File: src/hdl/vtp_pkg.sv
// package of constants and types for the vector table placement block
// Notes on behaviour
// select clear: interrupt vectors come from the start of program flash
// select set: vectors move to the start of the boot-loader section
// relocated vector address is table address plus boot section start
// fuse unprogrammed, 4K boot, select set: reset 0, vectors $3802-$3828
// fuse programmed, 4K boot, select clear: reset $3800, vectors at $002
// fuse programmed, 4K boot, select set: reset $3800, vectors from $3802
// software sets unlock, then within four cycles writes select, unlock 0
// select writes are ignored unless unlock is set within four cycles
// interrupts blocked from unlock until the instruction after select write
// with no select write, interrupts stay blocked four cycles
// the global interrupt enable flag is left untouched by the blocking
// unlock clears four cycles after set, or at once on select write
// vectors in boot and app-side lock programmed: block while in app code
// vectors in app and boot-side lock programmed: block while in boot code
// software changes placement before enabling any interrupt source
package vtp_pkg;
    localparam logic [3:0] VTP_CTRL_ADDR = 4'h0;
    localparam logic [3:0] VTP_STAT_ADDR = 4'h4;
    localparam int VTP_SEL_BIT = 1;
    localparam int VTP_UNLOCK_BIT = 0;
    localparam int VTP_EXT0_BIT = 6;
    localparam int VTP_EXT1_BIT = 7;
    localparam int VTP_EXT2_BIT = 5;
    localparam logic [7:0] VTP_CTRL_RESET = 8'h00;
    localparam logic [7:0] VTP_CTRL_RW_MASK = 8'he3;
    localparam int VTP_UNLOCK_CYCLES = 4;
    localparam logic [2:0] VTP_WINDOW_RESET = 3'h0;
    localparam logic [13:0] VTP_TABLE_BASE = 14'h0000;
    localparam logic [13:0] VTP_FIRST_VECTOR = 14'h0002;
    localparam logic [13:0] VTP_LAST_VECTOR = 14'h0028;
    // word addresses of the boot section start, indexed by the size fuses
    localparam logic [13:0] VTP_BOOT_4K = 14'h3800;
    localparam logic [13:0] VTP_BOOT_2K = 14'h3c00;
    localparam logic [13:0] VTP_BOOT_1K = 14'h3e00;
    localparam logic [13:0] VTP_BOOT_512 = 14'h3f00;
    localparam logic [1:0] VTP_SZ_4K = 2'h0;
    localparam logic [1:0] VTP_SZ_2K = 2'h1;
    localparam logic [1:0] VTP_SZ_1K = 2'h2;

    typedef enum logic [1:0] {
        VTP_IDLE,
        VTP_OPEN,
        VTP_TRAIL
    } vtp_phase_e;

    typedef struct packed {
        logic boot_reset_fuse;
        logic [1:0] boot_size_fuses;
        logic app_side_boot_lock;
        logic boot_side_boot_lock;
    } vtp_fuse_s;

    typedef struct packed {
        logic [13:0] reset_addr;
        logic [13:0] vector_base;
        logic [13:0] vector_last;
    } vtp_place_s;
endpackage

File: src/hdl/vtp_map.sv
// vector placement map: reset and vector addresses from fuses and select
`timescale 1ns/1ps
module vtp_map
    import vtp_pkg::*;
(
    input wire logic vector_base_select,
    input wire vtp_fuse_s fuses,
    output vtp_place_s place
);
    logic [13:0] boot_start;

    always_comb begin
        if (fuses.boot_size_fuses == VTP_SZ_4K) begin
            boot_start = VTP_BOOT_4K;
        end else if (fuses.boot_size_fuses == VTP_SZ_2K) begin
            boot_start = VTP_BOOT_2K;
        end else if (fuses.boot_size_fuses == VTP_SZ_1K) begin
            boot_start = VTP_BOOT_1K;
        end else begin
            boot_start = VTP_BOOT_512;
        end
        // programmed fuse reads as zero
        place.reset_addr = fuses.boot_reset_fuse ? VTP_TABLE_BASE
                                                 : boot_start;
        if (vector_base_select) begin
            place.vector_base = boot_start + VTP_FIRST_VECTOR;
            place.vector_last = boot_start + VTP_LAST_VECTOR;
        end else begin
            place.vector_base = VTP_TABLE_BASE + VTP_FIRST_VECTOR;
            place.vector_last = VTP_TABLE_BASE + VTP_LAST_VECTOR;
        end
    end
endmodule // vtp_map

File: src/hdl/vtp_top.sv
// vector table placement block with its avalon control register
//
// The implementer's own choices: the Avalon-MM slave port and the placing of the registers.
`timescale 1ns/1ps
module vtp_top
    import vtp_pkg::*;
(
    input wire logic clk,
    input wire logic reset,
    input wire logic [3:0] avs_address,
    input wire logic avs_read,
    input wire logic avs_write,
    input wire logic [31:0] avs_writedata,
    input wire logic [3:0] avs_byteenable,
    output logic [31:0] avs_readdata,
    output logic avs_waitrequest,
    output logic [1:0] avs_response,
    input wire logic boot_reset_fuse,
    input wire logic [1:0] boot_size_fuses,
    input wire logic app_side_boot_lock,
    input wire logic boot_side_boot_lock,
    input wire logic exec_in_boot,
    input wire logic instr_done,
    output logic irq_block,
    output logic vector_base_select,
    output logic ext_irq_zero_enable,
    output logic ext_irq_one_enable,
    output logic ext_irq_two_enable,
    output logic [13:0] reset_addr,
    output logic [13:0] vector_base,
    output logic [13:0] vector_last
);
    typedef struct packed {
        logic [7:0] ctrl;
        vtp_phase_e phase;
        logic [2:0] window;
        logic waitreq;
        logic [31:0] rdata;
        logic [1:0] resp;
        logic block;
        vtp_place_s place;
    } vtp_state_s;

    vtp_state_s state_q;
    vtp_state_s state_d;
    vtp_fuse_s fuses;
    vtp_place_s place_next;
    logic [7:0] next_ctrl;
    logic access;
    logic hit_ctrl;
    logic hit_stat;
    logic do_write;
    logic lock_block;

    assign fuses.boot_reset_fuse = boot_reset_fuse;
    assign fuses.boot_size_fuses = boot_size_fuses;
    assign fuses.app_side_boot_lock = app_side_boot_lock;
    assign fuses.boot_side_boot_lock = boot_side_boot_lock;

    vtp_map u_map (
        .vector_base_select(next_ctrl[VTP_SEL_BIT]),
        .fuses(fuses),
        .place(place_next)
    );

    always_comb begin
        state_d = state_q;
        next_ctrl = state_q.ctrl;
        // one wait state: a request is seen, then answered one cycle later
        access = (avs_read || avs_write) && state_q.waitreq;
        hit_ctrl = 1'b0;
        hit_stat = 1'b0;
        if (avs_address == VTP_CTRL_ADDR) begin
            hit_ctrl = 1'b1;
        end else if (avs_address == VTP_STAT_ADDR) begin
            hit_stat = 1'b1;
        end
        // writes land at the answer edge, where the master sees the transfer
        do_write = avs_write && !state_q.waitreq && hit_ctrl &&
                   avs_byteenable[0];
        state_d.waitreq = !access;
        // the response stands until the next request is seen
        if (access) begin
            state_d.resp = (hit_ctrl || hit_stat) ? 2'h0 : 2'h2;
        end

        // unlock window runs its four cycles unless a bus write ends it with select or restarts it
        if (state_q.phase == VTP_OPEN) begin
            if (state_q.window == 3'(VTP_UNLOCK_CYCLES - 1)) begin
                next_ctrl[VTP_UNLOCK_BIT] = 1'b0;
                state_d.phase = VTP_IDLE;
            end
            state_d.window = state_q.window + 3'h1;
        end

        case (state_q.phase)
            VTP_TRAIL: begin
                // hold the block through the instruction after the write
                if (instr_done) begin
                    state_d.phase = VTP_IDLE;
                end
            end
            default: begin
            end
        endcase

        if (do_write) begin
            next_ctrl[VTP_EXT0_BIT] = avs_writedata[VTP_EXT0_BIT];
            next_ctrl[VTP_EXT1_BIT] = avs_writedata[VTP_EXT1_BIT];
            next_ctrl[VTP_EXT2_BIT] = avs_writedata[VTP_EXT2_BIT];
            if (state_q.ctrl[VTP_UNLOCK_BIT] &&
                !avs_writedata[VTP_UNLOCK_BIT]) begin
                next_ctrl[VTP_SEL_BIT] = avs_writedata[VTP_SEL_BIT];
                next_ctrl[VTP_UNLOCK_BIT] = 1'b0;
                state_d.phase = VTP_TRAIL;
            end else if (avs_writedata[VTP_UNLOCK_BIT]) begin
                // a fresh unlock restarts the window
                next_ctrl[VTP_UNLOCK_BIT] = 1'b1;
                state_d.phase = VTP_OPEN;
                state_d.window = VTP_WINDOW_RESET;
            end
        end
        state_d.ctrl = next_ctrl & VTP_CTRL_RW_MASK;

        if (access && avs_read) begin
            if (hit_ctrl) begin
                state_d.rdata = {24'h000000, state_q.ctrl};
            end else if (hit_stat) begin
                state_d.rdata = {24'h000000, 5'h00, exec_in_boot,
                                 state_q.phase != VTP_IDLE, state_q.block};
            end else begin
                state_d.rdata = 32'h00000000;
            end
        end

        // lock bits keep the foreign section from taking interrupts
        lock_block = (next_ctrl[VTP_SEL_BIT] && app_side_boot_lock &&
                      !exec_in_boot) ||
                     (!next_ctrl[VTP_SEL_BIT] && boot_side_boot_lock &&
                      exec_in_boot);
        // gate only; the global enable flag lives in the core, untouched
        state_d.block = (state_d.phase != VTP_IDLE) || lock_block;
        state_d.place = place_next;
    end

    always_ff @(posedge clk or posedge reset) begin
        if (reset) begin
            state_q.ctrl <= VTP_CTRL_RESET;
            state_q.phase <= VTP_IDLE;
            state_q.window <= VTP_WINDOW_RESET;
            state_q.waitreq <= 1'b1;
            state_q.rdata <= 32'h00000000;
            state_q.resp <= 2'h0;
            state_q.block <= 1'b0;
            state_q.place <= '0;
        end else begin
            state_q <= state_d;
        end
    end

    assign avs_readdata = state_q.rdata;
    assign avs_response = state_q.resp;
    assign avs_waitrequest = state_q.waitreq;
    assign irq_block = state_q.block;
    assign vector_base_select = state_q.ctrl[VTP_SEL_BIT];
    assign ext_irq_zero_enable = state_q.ctrl[VTP_EXT0_BIT];
    assign ext_irq_one_enable = state_q.ctrl[VTP_EXT1_BIT];
    assign ext_irq_two_enable = state_q.ctrl[VTP_EXT2_BIT];
    assign reset_addr = state_q.place.reset_addr;
    assign vector_base = state_q.place.vector_base;
    assign vector_last = state_q.place.vector_last;
endmodule // vtp_top

File: config.mk
export PLATFORM = sky130hd
export DESIGN_NAME = vtp_top
export DESIGN_NICKNAME = d
export VERILOG_FILES = /design/src/hdl/vtp_pkg.sv /design/src/hdl/vtp_map.sv /design/src/hdl/vtp_top.sv
export SDC_FILE = /design/constraint.sdc
export NUM_CORES = 1
export LEC_CHECK = 0
export BUFFER_PORTS_ARGS = -buffer_cell sky130_fd_sc_hd__buf_2
export CELL_PAD_IN_SITES_DETAIL_PLACEMENT = 1
export CELL_PAD_IN_SITES_GLOBAL_PLACEMENT = 2
export CORE_UTILIZATION = 22
export CTS_BUF_LIST = sky130_fd_sc_hd__clkbuf_8
export CTS_CLUSTER_SIZE = 14
export DETAILED_ROUTE_END_ITERATION = 6
export PLACE_DENSITY = 0.85
export SLEW_MARGIN = 20
export SYNTH_ARGS = -nofsm -noshare
export SYNTH_HDL_FRONTEND = slang
export SYNTH_SLANG_ARGS = --single-unit
File: constraint.sdc
create_clock -name clk -period 1.7 [get_ports clk]
set_input_delay 0.17 -clock clk [delete_from_list [all_inputs] [get_ports clk]]
set_output_delay 0.17 -clock clk [all_outputs]
set_load 0.01 [all_outputs]
==> results.yml <==
critical_path:
  ff2ff_setup_slack_ns: 0.20
  cp-start-kind: "register"
  setup.worst_path.class: "register to register"
  rr_startpoint: "avs_waitrequest"
  path_max_fanout: 5
  crit_slowest_cell: "dfstp_2"
  end_kind: "register"
  worstPathRequired_ns: 1.86
  r2r-end: "ext_irq_zero_enable"
  reg2reg_depth: 3
  crit_arrival_ns: 1.66
  max_stage_delay_ns: 0.55
  crit_chain: "nand3b_1 > or2_1 > mux2_4"
final_layout:
  stdcell_count: 319
  nNetsFinal: 271
  final_core_util_pct: 24.0
  fillerInstances: 944
  final_area_um2: 1860
  multiInputGateArea_um2: 658
  syn2layout_area_growth_pct: 5.09
  drive_gt1_share_pct: 32.7
  seq_area_um2: 677
  antenna_cells: 0
power_and_ir_drop:
  ir_drop_mv: 0.228
  power_density_nw_per_um2: 784
  intPower_mw: 1.02
  p_leak_nw: 1.01
  switchingPower_uw: 437
  swShare_pct: 29.9
  p_clk_share_pct: 24.0
  combPwrFrac_pct: 23.6
  p_seq_share_pct: 52.4
synthesis:
  synth_largest_area_cell: "dfrtp_1"
  yosysMostFrequentCell: "buf_4"
  synth_common_cells: "buf_4, dfrtp_1, nand2_1, o21ai_0, nor2_1"
  syn_avg_cell_area_um2: 9.57
  synth_flop_cell: "dfrtp_1"
  synth_area_um2: 1770
  yosys_warnings: 0
  synth_top_cell_area_share_pct: 36.7
  seq_area_frac_synth_pct: 38.2
  synthTopCellsByArea: "dfrtp_1, buf_4, mux2_4"
  synthCells: 185
  synth-edff-count: 0
  ys_ff_latch: 27
  async_reset_ff_share_pct: 100
  netlist-cell-type-count: 33
global_route:
  antenna_found_initial: 1
  grt_pass1_wl_um: 4820
  grt_use_total_pct: 7.19
  grt_pass1_vias: 1006
  grt_overflow: 0
  grt_max_degree: 16
floorplanning:
  io_pins: 133
  die_area_um2: 8410
  coreArea_um2: 7770
  start_util_pct: 22.8
  die_height_um: 91.7
  fp-row-count: 32
  fp.dieW_um: 91.7
hold_path:
  min_from: "boot_reset_fuse"
  hold_depth: 2
  hold_end: "reset_addr[10]"
  hold_class: "input port to register"
drt:
  vias: 1100
  firstDrtPassIters: 3
  drt_iter0_markers: 20
  ant_nets: 0
  drc: 0
  drt-total-wl_um: 3040
  routedWlPerCell_um: 9.52
  via_per_inst: 3.45
sta:
  max_freq_mhz: 667
  rsz0062_at_grt: "false"
  slew_viol_final: 0
  max_slew_margin_pct: 63.0
  min_period_over_period_pct: 88.2
  fin_skew_ns: 0.00125
  setup_viol: 0
  min_period_ns: 1.50
  worstMarginPinSlew_ns: 0.554
  tns_ns: 0
  final_hold_viol_count: 0
  whs_ns: 0.0735
clock_network:
  ctsHoldBuffers: 1
  cts-root-buf: "clkbuf_8"
  post-cts-setup-buffer-count: 0
  cts_made_buffers: 3
  postCtsResizedCells: 0
  cts_tree: "built"
  clockBufferDepth: 2
  clk_pin_slew_ns: 0.09
  cts_sinks: 27
  clock_latency_ns: 0.27
  htree_num_levels: 1
outcome:
  outcome: "finished clean"
placed_design:
  dpl-instance-area_um2: 1810
  hpwl_um: 2550
  dp_cells: 314
  gp_congestion: 0.739
  port_buffers: 54
job:
  max_cap_violations: 0
==> cell type report <==
class / count / area share (%)
clock buffers: 3 / 2.22
well taps: 102 / 6.86
inverters: 6 / 1.21
clock inverters: 1 / 0.202
multi-input cells: 120 / 35.4
repair buffers: 60 / 17.8
flip-flops and latches: 27 / 36.4
==> stage by stage <==
stage | setup slack, ns | power, mW
6_report | 0.201 | 1.46
5_1_grt | 0.106 | 1.56
4_1_cts | 0.179 | 1.49
3_5_place_dp | 0.0296 | 1.13
3_3_place_gp | 0.0440 | 1.11
2_1_floorplan | 0.173 | 1.11
==> power groups by stage <==
stage	Combinational (mW)	Sequential [mW]	Clock (mW)
2_1_floorplan	0.336	0.777	0
3_3_place_gp	0.335	0.776	0
3_5_place_dp	0.349	0.779	0
4_1_cts	0.352	0.766	0.370
5_1_grt	0.403	0.775	0.385
6_report	0.344	0.765	0.351
==> metal layers <==
layer / vias to the layer above / track usage, % / part of all wire, %
met3: 4 / 1.58 / 7.3
met2: 49 / 12.9 / 51
li1: 537 / - / -
met4: 0 / 2.34 / 1.4
met5: - / 0 / 0
met1: 510 / 8.47 / 41
==> logic make-up (layout without fill, tap and decap cells) <==
logic type | count (synthesis) | count (layout) | synth area share, %
other | 2 | 49 | 0.424
XOR/XNOR | 1 | 1 | 0.495
adder cells (fa/ha/maj) | 2 | 2 | 1.41
buffers and inverters | 85 | 70 | 34.6
AND/OR/NAND/NOR | 40 | 40 | 11.9
AO/OA/AOI/OAI | 19 | 19 | 6.71
multiplexers | 9 | 9 | 6.22
flip-flops | 27 | 27 | 38.2
==> layout by cell type (no fill, tap or decap), types with 4 or more instances in the layout <==
| cell type | Yosys | routed |
|---|---|---|
| dfrtp_1 | 26 | 26 |
| inv_1 | 6 | 7 |
| conb_1 | 2 | 49 |
| mux2_4 | 4 | 4 |
| nand2_1 | 14 | 14 |
| buf_2 | 0 | 54 |
| nor2_1 | 8 | 8 |
| buf_4 | 76 | 4 |
| o21ai_0 | 10 | 10 |
| mux2i_1 | 5 | 5 |
==> critical path, delay by kind of cell, from the launching register on <==
family	cells	cell delay, ns
multiplexers	1	0.33
AND/OR/NAND/NOR	2	0.52
flip-flops	1	0.55
==> worst max-delay path by stage <==
stage | start | to | slack [ns] | cells after the start
global placement | avs_address[3] | ext_irq_zero_enable | 0.04 | 4
detailed placement | avs_address[3] | ext_irq_zero_enable | 0.03 | 4
floorplan | avs_address[3] | vector_last[12] | 0.17 | 3
CTS | avs_waitrequest | ext_irq_zero_enable | 0.18 | 3
global route | avs_waitrequest | ext_irq_zero_enable | 0.11 | 3
finish | avs_waitrequest | ext_irq_zero_enable | 0.20 | 3
==> registers in the layout, summed over array words and instances (netlist names) <==
signal / flops
avs_readdata: 6
state_q: 6
vector_last: 5
reset_addr: 4
avs_response: 1
avs_waitrequest: 1
ext_irq_one_enable: 1
ext_irq_two_enable: 1
ext_irq_zero_enable: 1
irq_block: 1
No activity file was read; power rests on OpenSTA's default activity.
